<file path="config.mk">
export PLATFORM = sky130hd
export DESIGN_NAME = svcrc_ctrl
export DESIGN_NICKNAME = d
export VERILOG_FILES = /design/src/core/svcrc_pkg.sv /design/src/core/svcrc_ctrl.sv /design/src/core/svcrc_apply_seq.sv
export VERILOG_INCLUDE_DIRS = /design/src /design/src/core
export SDC_FILE = /design/constraint.sdc
export NUM_CORES = 1
export LEC_CHECK = 0
export BUFFER_PORTS_ARGS = -buffer_cell sky130_fd_sc_hd__buf_2
export CAP_MARGIN = 15
export CORE_AREA = 2 2 440 442
export CTS_CLUSTER_DIAMETER = 100
export DETAILED_ROUTE_END_ITERATION = 6
export DIE_AREA = 0 0 442 444
export PLACE_DENSITY_LB_ADDON = 0.1
export RECOVER_POWER = 100
export SLEW_MARGIN = 10
export SYNTH_ARGS = -nofsm -noshare
export SYNTH_HDL_FRONTEND = slang
export SYNTH_SLANG_ARGS = --single-unit
</file>
<file path="constraint.sdc">
create_clock -name i_sys_clk -period 2.5 [get_ports i_sys_clk]
set_clock_uncertainty 0.1 [all_clocks]
set_input_delay 0.5 -clock i_sys_clk [delete_from_list [all_inputs] [get_ports i_sys_clk]]
set_output_delay 0.5 -clock i_sys_clk [all_outputs]
set_load 0.005 [all_outputs]
</file>
<file path="src/core/svcrc_params.svh">
// offsets, field positions, reset values and timing counts for the second channel control
`ifndef SVCRC_PARAMS_SVH
`define SVCRC_PARAMS_SVH
`define SVCRC_CTRL_OFFSET     12'h0170
`define SVCRC_STATUS_OFFSET   12'h0176
`define SVCRC_CAP_OFFSET      12'h016C
`define SVCRC_CTRL_RESET      32'h0100_0000
`define SVCRC_CTRL_WMASK      32'h870E_00FE
`define SVCRC_EN_BIT          31
`define SVCRC_ID_MSB          26
`define SVCRC_ID_LSB          24
`define SVCRC_SEL_MSB         19
`define SVCRC_SEL_LSB         17
`define SVCRC_APPLY_BIT       16
`define SVCRC_MAP_MSB         7
`define SVCRC_MAP_LSB         0
`define SVCRC_ID_RESET        3'h1
`define SVCRC_ID_RESERVED     3'h0
`define SVCRC_SEL_RR          3'h0
`define SVCRC_SEL_TWRR        3'h4
`define SVCRC_MAP_RESET       8'h00
`define SVCRC_ARB_CAP         8'h11
`define SVCRC_TWRR_PHASES     128
`define SVCRC_APPLY_CYCLES    4'h4
`endif

</file>
<file path="src/core/svcrc_pkg.sv">
// types shared by the second channel control block
package svcrc_pkg;
    typedef enum logic [1:0] {NEG_IDLE, NEG_REQ, NEG_WAIT} svcrc_neg_e;
    typedef enum logic [0:0] {SCH_RR, SCH_TWRR} svcrc_sched_e;
    typedef struct packed {
        logic       enable;
        logic [2:0] identifier;
        logic [2:0] scheme_select;
        logic [7:0] class_map;
    } svcrc_ctrl_s;
    typedef struct packed {
        logic       negotiation_pending;
        logic       table_status;
    } svcrc_status_s;
endpackage : svcrc_pkg

</file>
<file path="src/core/svcrc_ctrl.sv">
// second virtual channel resource control register and its negotiation logic
`timescale 1ns/1ns
`include "svcrc_params.svh"
module svcrc_ctrl #(
    parameter int PHASES     = 128,
    parameter int PHASE_BITS = 4
) (
    // clock and reset
    input  wire logic                          i_sys_clk,
    input  wire logic                          i_reset,
    // extended configuration access
    input  wire logic                          i_cfg_wr,
    input  wire logic                          i_cfg_rd,
    input  wire logic [11:0]                   i_cfg_addr,
    input  wire logic [3:0]                    i_cfg_be,
    input  wire logic [31:0]                   i_cfg_wdata,
    output logic      [31:0]                   o_cfg_rdata,
    // link negotiation
    output logic                               o_neg_start,
    input  wire logic                          i_neg_done,
    // port arbitration tables
    input  wire logic                          i_table_modified,
    input  wire logic [PHASES*PHASE_BITS-1:0]  i_shadow_table,
    output logic      [PHASES*PHASE_BITS-1:0]  o_active_table,
    // decoded control
    output svcrc_pkg::svcrc_ctrl_s             o_ctrl,
    output svcrc_pkg::svcrc_status_s           o_status,
    output svcrc_pkg::svcrc_sched_e            o_scheme,
    output logic      [7:0]                    o_class_enable
);
    localparam int TBITS = PHASES * PHASE_BITS;

    // byte-enable expansion, used for the write mask only
    function automatic logic [31:0] be_mask(input logic [3:0] be);
        be_mask = {{8{be[3]}}, {8{be[2]}}, {8{be[1]}}, {8{be[0]}}};
    endfunction : be_mask

    function automatic logic hit(input logic [11:0] a, input logic [11:0] off);
        hit = (a[11:2] == off[11:2]);
    endfunction : hit

    svcrc_pkg::svcrc_ctrl_s   ctrl_reg;
    svcrc_pkg::svcrc_ctrl_s   ctrl_next;
    svcrc_pkg::svcrc_status_s stat_reg;
    svcrc_pkg::svcrc_status_s stat_next;
    svcrc_pkg::svcrc_neg_e    neg_reg;
    svcrc_pkg::svcrc_neg_e    neg_next;
    logic [31:0]              rdata_reg;
    logic [31:0]              rdata_next;
    logic                     neg_done_s1;
    logic                     neg_done_s2;
    logic                     ctrl_wr;
    logic [31:0]              wmask;
    logic [31:0]              wval;
    logic [31:0]              ctrl_word;
    logic                     apply_start;
    logic                     apply_done;
    logic                     apply_busy;
    logic                     en_wr;

    assign ctrl_wr     = i_cfg_wr && hit(i_cfg_addr, `SVCRC_CTRL_OFFSET);
    assign wmask       = be_mask(i_cfg_be) & `SVCRC_CTRL_WMASK;
    assign wval        = i_cfg_wdata;
    assign apply_start = ctrl_wr && i_cfg_be[2] && wval[`SVCRC_APPLY_BIT];
    assign en_wr       = ctrl_wr && wmask[`SVCRC_EN_BIT] && wval[`SVCRC_EN_BIT];

    // apply bit never stored, reserved bits never stored
    assign ctrl_word = {ctrl_reg.enable, 4'h0, ctrl_reg.identifier, 4'h0,
                        ctrl_reg.scheme_select, 1'b0, 8'h00, ctrl_reg.class_map};

    // control fields
    always_comb
    begin
        ctrl_next = ctrl_reg;
        if (ctrl_wr)
        begin
            if (wmask[`SVCRC_EN_BIT])
            begin
                ctrl_next.enable = wval[`SVCRC_EN_BIT];
            end
            // reserved identifier write keeps the old value
            if (wmask[`SVCRC_ID_LSB] &&
                wval[`SVCRC_ID_MSB:`SVCRC_ID_LSB] != `SVCRC_ID_RESERVED)
            begin
                ctrl_next.identifier = wval[`SVCRC_ID_MSB:`SVCRC_ID_LSB];
            end
            if (wmask[`SVCRC_SEL_LSB])
            begin
                ctrl_next.scheme_select = wval[`SVCRC_SEL_MSB:`SVCRC_SEL_LSB];
            end
            if (wmask[1])
            begin
                ctrl_next.class_map = {wval[`SVCRC_MAP_MSB:1], 1'b0};
            end
        end
    end

    // negotiation state
    always_comb
    begin
        neg_next = neg_reg;
        case (neg_reg)
            svcrc_pkg::NEG_IDLE:
            begin
                if (en_wr)
                begin
                    neg_next = svcrc_pkg::NEG_REQ;
                end
            end
            svcrc_pkg::NEG_REQ:
            begin
                neg_next = svcrc_pkg::NEG_WAIT;
            end
            svcrc_pkg::NEG_WAIT:
            begin
                if (neg_done_s2)
                begin
                    neg_next = svcrc_pkg::NEG_IDLE;
                end
            end
            default:
            begin
                neg_next = svcrc_pkg::NEG_IDLE;
            end
        endcase
    end

    // status flags; the setting event wins over the clearing one
    always_comb
    begin
        stat_next = stat_reg;
        stat_next.negotiation_pending = (neg_next != svcrc_pkg::NEG_IDLE);
        if (apply_done)
        begin
            stat_next.table_status = 1'b0;
        end
        if (i_table_modified)
        begin
            stat_next.table_status = 1'b1;
        end
    end

    // read data
    always_comb
    begin
        rdata_next = rdata_reg;
        if (i_cfg_rd)
        begin
            if (hit(i_cfg_addr, `SVCRC_CTRL_OFFSET))
            begin
                rdata_next = ctrl_word;
            end
            else if (hit(i_cfg_addr, `SVCRC_STATUS_OFFSET))
            begin
                rdata_next = {14'h0000, stat_reg.negotiation_pending,
                              stat_reg.table_status, 16'h0000};
            end
            else if (hit(i_cfg_addr, `SVCRC_CAP_OFFSET))
            begin
                rdata_next = {24'h00_0000, `SVCRC_ARB_CAP};
            end
            else
            begin
                rdata_next = 32'h0000_0000;
            end
        end
    end

    always_ff @(posedge i_sys_clk)
    begin
        if (i_reset)
        begin
            ctrl_reg.enable        <= 1'b0;
            ctrl_reg.identifier    <= `SVCRC_ID_RESET;
            ctrl_reg.scheme_select <= `SVCRC_SEL_RR;
            ctrl_reg.class_map     <= `SVCRC_MAP_RESET;
            stat_reg               <= '0;
            neg_reg                <= svcrc_pkg::NEG_IDLE;
            rdata_reg              <= 32'h0000_0000;
            neg_done_s1            <= 1'b0;
            neg_done_s2            <= 1'b0;
        end
        else
        begin
            ctrl_reg    <= ctrl_next;
            stat_reg    <= stat_next;
            neg_reg     <= neg_next;
            rdata_reg   <= rdata_next;
            neg_done_s1 <= i_neg_done;
            neg_done_s2 <= neg_done_s1;
        end
    end

    svcrc_apply_seq #(
        .TABLE_BITS (TBITS)
    ) u_apply (
        .i_sys_clk      (i_sys_clk),
        .i_reset        (i_reset),
        .i_start        (apply_start),
        .i_shadow_table (i_shadow_table),
        .o_active_table (o_active_table),
        .o_busy         (apply_busy),
        .o_done         (apply_done)
    );

    // per-class enable, class zero never here
    genvar gi;
    generate
        for (gi = 0; gi < 8; gi++)
        begin : g_class
            assign o_class_enable[gi] = ctrl_reg.class_map[gi];
        end
    endgenerate

    assign o_scheme = (ctrl_reg.scheme_select == `SVCRC_SEL_TWRR) ?
                      svcrc_pkg::SCH_TWRR : svcrc_pkg::SCH_RR;
    assign o_neg_start = (neg_reg == svcrc_pkg::NEG_REQ);
    assign o_cfg_rdata = rdata_reg;
    assign o_ctrl      = ctrl_reg;
    assign o_status    = stat_reg;
endmodule : svcrc_ctrl

</file>
<file path="src/core/svcrc_apply_seq.sv">
// copy sequencer that moves the shadow port table into the active table
`timescale 1ns/1ns
`include "svcrc_params.svh"
module svcrc_apply_seq #(
    parameter int TABLE_BITS = 512
) (
    // clock and reset
    input  wire logic                  i_sys_clk,
    input  wire logic                  i_reset,
    // control
    input  wire logic                  i_start,
    input  wire logic [TABLE_BITS-1:0] i_shadow_table,
    output logic      [TABLE_BITS-1:0] o_active_table,
    output logic                       o_busy,
    output logic                       o_done
);
    logic [3:0]            cnt_reg;
    logic [3:0]            cnt_next;
    logic                  busy_reg;
    logic                  busy_next;
    logic                  done_reg;
    logic                  done_next;
    logic [TABLE_BITS-1:0] table_reg;
    logic [TABLE_BITS-1:0] table_next;

    always_comb
    begin
        cnt_next   = cnt_reg;
        busy_next  = busy_reg;
        done_next  = 1'b0;
        table_next = table_reg;
        if (i_start && !busy_reg)
        begin
            busy_next = 1'b1;
            cnt_next  = `SVCRC_APPLY_CYCLES;
        end
        else if (busy_reg)
        begin
            cnt_next = cnt_reg - 4'h1;
            if (cnt_reg == 4'h1)
            begin
                table_next = i_shadow_table;
                busy_next  = 1'b0;
                done_next  = 1'b1;
            end
        end
    end

    always_ff @(posedge i_sys_clk)
    begin
        if (i_reset)
        begin
            cnt_reg   <= 4'h0;
            busy_reg  <= 1'b0;
            done_reg  <= 1'b0;
            table_reg <= '0;
        end
        else
        begin
            cnt_reg   <= cnt_next;
            busy_reg  <= busy_next;
            done_reg  <= done_next;
            table_reg <= table_next;
        end
    end

    assign o_active_table = table_reg;
    assign o_busy         = busy_reg;
    assign o_done         = done_reg;
endmodule : svcrc_apply_seq

</file>
# After elaboration in Yosys (flattened, before gate mapping)
# Cells that the tools add are included.
# totals
regBits	570
input_bits	566
output_inout_bits	571
elab_cells	60
# classes
n_addsub	1
eq_ne	7
muxes	15
bitwise	2
reduce_logical	20
# op_table
cell	count
$mux 32	1
$eq 10x7->1 const B	3
$mux 18	1
$reduce_and 2->1	4
$logic_and 1x1->1	7
$mux 1	7
$mux 3	2
$pmux 2 s3	1
$reduce_bool 2->1	3
$mux 5	1
$eq 4x1->1 const B	1
$mux 2	2
$sub 4x1->4 const B	1
$eq 3x3->1 const B	1
$reduce_and 3->1	1
$reduce_bool 3->1	1
$reduce_or 3->1	1
$eq 2x1->1 const B	1
$eq 2x2->1 const B	1
$logic_not 2->1	1
$not 1->1	2
$reduce_or 2->1	1
$logic_not 1->1	1

# Longest topological paths before layout
# depth
word_depth	7
ltp_mapped	7
mapped_depth_nobuf	5

# Cells and area by module
# From an unflattened synthesis, not the netlist that was laid out.
# hier_totals
cells_unflattened	2468
area_unflattened_um2	20096.8
# modules_own_cells
module	n_inst	cells_each	area_per_inst_um2
svcrc_apply_seq	1	2250	18159.9
svcrc_ctrl	1	218	1936.9

# Worst setup path before layout
# OpenSTA, ideal clock, no wires.
# synth_path
path_kind	input to register
startpoint	input port i_cfg_addr[7]
endpoint	register neg_reg[0]
arrival_time_ns	1.750
t_required_ns	2.308
setup_slack_ns	0.558
path_stages	4
path_buffers	1
path_cell_list	or3b_1 -> buf_2 -> or4_1 -> nor4_1
# synth_via
elab_chain_len	6
# synth_rtl
item	line_no	rtl
start, declared	svcrc_ctrl.sv:14	input wire logic [11:0] i_cfg_addr,
$eq 10x7->1	svcrc_ctrl.sv:39	hit = (a[11:2] == off[11:2]);
$logic_and 1x1->1	svcrc_ctrl.sv:61	assign ctrl_wr = i_cfg_wr && hit(i_cfg_addr, `SVCRC_CTRL_OFFSET);
$logic_and 1x1->1 (2 in series)	svcrc_ctrl.sv:65	assign en_wr = ctrl_wr && wmask[`SVCRC_EN_BIT] && wval[`SVCRC_EN_BIT];
$mux 2	svcrc_ctrl.sv:105	if (en_wr)
$pmux 2 s3	svcrc_ctrl.sv:102	case (neg_reg)
end signal, assigned	svcrc_ctrl.sv:178	neg_reg <= svcrc_pkg::NEG_IDLE;
end signal, assigned	svcrc_ctrl.sv:187	neg_reg <= neg_next;
end, declared	svcrc_ctrl.sv:46	svcrc_pkg::svcrc_neg_e neg_reg;
# No other way between the ends.
# A chain may end at the register's enable or synchronous reset.

# Worst setup path after layout
# layout_path
startpoint	input port i_cfg_addr[11]
endpoint	register rdata_reg[16], in the netlist o_cfg_rdata[16]
# layout_via
elab_chain_len	3
elab_cells_between_ends	4
classes_between	eq/ne (2); mux (2)
# layout_rtl
item	line_no	rtl
$eq 10x7->1	svcrc_ctrl.sv:39	
$mux 18	svcrc_ctrl.sv:153	else if (hit(i_cfg_addr, `SVCRC_STATUS_OFFSET))
$mux 32 *	svcrc_ctrl.sv:149	if (hit(i_cfg_addr, `SVCRC_CTRL_OFFSET))
end signal, assigned	svcrc_ctrl.sv:188	rdata_reg <= rdata_next;
end, declared	svcrc_ctrl.sv:48	logic [31:0] rdata_reg;
# Every way passes the cells marked *; elsewhere a longest branch is shown, timed or not.

==> metrics.txt <==
P&R area growth vs syn 92.7%; total grt overflow 0; status finished clean; cell count after synthesis approximately 1300; Setup Viol. Count Final 0; layout cells sized above 1 0.263; router iterations before antenna repair 5; Ys Warns 0; Tmin final around 2.3 ns; RSZ-0062 raised after global routing no; buffer depth of the longest clock path 3; final wirelength approximately 110000 µm; Largest register FFs approximately 510; crit-path max FO 2; # port buffers between 1000 and 1500; wire per inst between 15 and 20 µm; Initial Util 0.0896; CTS resizes 0; clk sink count ~550; placed inst area roughly 26000 µm²; nature of the critical path endpoint flop; First DRT Iteration DRCs approximately 730; top cell type's share of synthesized area 0.646; Power Dens Cells 656 nW/µm²; WP data required approximately 3 ns; Placed Cells roughly 4900; post-layout util 0.173; Synth Register Bits approximately 550; placeable core area 192000 µm²; H-tree level count 3; critical path class primary input to flop; Die X 442 µm; fmax ~0.43 GHz; DRC violations left 0; most common cell after layout, fill and taps aside buf_2; CTS Buf Count 80; Hold Fails Final Rpt 0; final number of max-transition violations 0; Post-Syn Area between 15000 and 20000 µm²; vias in the first global route 18800; Netlist cell types 42; drt via density approximately 3.1; commonest non-fill, non-tap cells in the layout buf_2 (636), dfxtp_1 (554), dlygate4sd3_1 (533), a22o_1 (524), clkbuf_1 (501); FP Rows about 160; Rel. slew slack 0.300; final period utilization 0.932; Root Driver clkbuf_16; gpl congestion about 0.77; Skew-Pair Late Insertion Delay roughly 0.70 ns; DIE AREA 196000 µm²; max cap viols 0; syn avg cell area roughly 13 µm²; first-pass GRT wire length between 150000 and 200000 µm; non-filler cells in the finished layout 5583; GRT Util Overall 0.109; CTS tree built; Post-DP HPWL between 80000 and 90000 µm; worst hold-check path type primary input to flop; Setup TNS Final 0 ns; fin nets 3545; clk slew on worst S/H paths 0.06 ns; Routed Antenna Nets 0; largest net degree at the start of global routing slightly above 60; Startpoint Class primary input; Hold Path Stages 4; post-layout instance area 33100 µm²; initial antenna violation count 26; Seq/Total Area, Yosys 0.646; reg2reg path depth 6; CP arrival about 2.9 ns; cell taking the most area after synthesis dfxtp_1; I/O pins 1137; vias post-DR ~18000; Area contributors post-synth dfxtp_1 (65%), a22o_1 (27%), clkbuf_1 (1.5%), buf_2 (1.2%), buf_4 (1.1%); Worst Tran Pin Value approximately 1.0 ns; Die Ht 444 µm; Leak 0.0134 µW; Peak VDD IR ~450 µV; fillers approximately 22000
[stage by stage]
step | hold slack (ns) | total power, µW | setup slack (ns)
2_1_floorplan | 0.313 | 9200 | 0.558
3_3_place_gp | 0.333 | 9810 | 0.274
3_5_place_dp | 0.339 | 9800 | 0.273
4_1_cts | 0.00195 | 22400 | 0.240
5_1_grt | 0.0412 | 22700 | 0.0592
6_report | 0.0998 | 21700 | 0.171
[where the power goes]
group	switching (µW)	leakage, µW	internal [µW]	total [µW]
Sequential	1.58	0.00446	8840	8840
Combinational	593	0.00766	889	1480
Clock	4670	0.00126	6710	11400
[what timing repair did]
action | CTS | global route
endpoints found under the hold margin | 531 | 0
hold buffers | 533 | 0
setup buffers | 0 | 0
[cells in the mapped netlist]
master	number
dfxtp_1	554
and3b_1	1
nor3b_1	3
and3_1	1
and4_1	1
buf_2	41
a31oi_1	1
a21oi_1	8
inv_1	8
buf_4	25
buf_6	1
and4b_1	1
clkbuf_1	69
or4_1	2
o22ai_1	2
xnor2_1	1
nor4_4	1
nor4_1	3
nand4_1	2
nand3_1	4
o311a_1	1
buf_1	15
nand4bb_1	1
conb_1	1
nor4_2	3
nor4b_1	1
o32ai_1	3
o211ai_1	4
nor2_1	6
or3b_1	2
nor2b_1	3
nor4bb_1	1
nand2b_1	4
nand2_1	26
mux2i_1	11
a211oi_1	1
o41ai_1	3
ha_1	2
a22o_1	524
nand3b_1	3
o21a_1	1
or4_4	1
[layer usage]
| layer | GRT usage | vias to the layer above | part of all wire |
|---|---|---|---|
| met2 | 0.192 | 585 | 0.51 |
| met5 | 0 | - | 0.000099 |
| met3 | 0.0337 | 148 | 0.066 |
| met4 | 0.0458 | 2 | 0.031 |
| met1 | 0.122 | 8401 | 0.40 |
| li1 | - | 8441 | - |
[area by class of cell]
cell class | count | area [µm²] | share of cell area
multi-input combinational | 650 | 5390 | 0.163
timing repair buffer | 1683 | 10800 | 0.326
clock buffer | 129 | 2410 | 0.0728
tap | 2526 | 3160 | 0.0955
clock inverter | 19 | 193 | 0.00582
inverter | 8 | 30.0 | 0.000907
antenna | 14 | 35.0 | 0.00106
sequential | 554 | 11100 | 0.335
[critical path, cell delays in order]
cell and delay, ns:
dlygate4sd3_1 0.55, buf_2 0.13, nor4bb_1 0.27, dlygate4sd3_1 0.62, nand4_1 0.09, dlygate4sd3_1 0.58
a21oi_1 0.13
[path summary, 6_finish.rpt]
kind | from | to | slack (ns)
worst max register to register | u_apply.cnt_reg[1] | u_apply.o_active_table[20] | 0.25
worst min-delay path | i_cfg_addr[7] | o_cfg_rdata[0] | 0.1
worst max-delay path | i_cfg_addr[11] | o_cfg_rdata[16] | 0.17
worst min register to register | neg_done_s1 | neg_done_s2 | 0.34
[cells by family after synthesis]
group,Yosys count,share of synthesized area
flip-flops,554,0.646
AO/OA/AOI/OAI,548,0.277
buffers and inverters,159,0.0436
AND/OR/NAND/NOR,70,0.0248
multiplexers,11,0.00641
adder cells (fa/ha/maj),2,0.00146
other,1,0.000218
XOR/XNOR,1,0.000510
No activity file was read; power rests on OpenSTA's default activity.
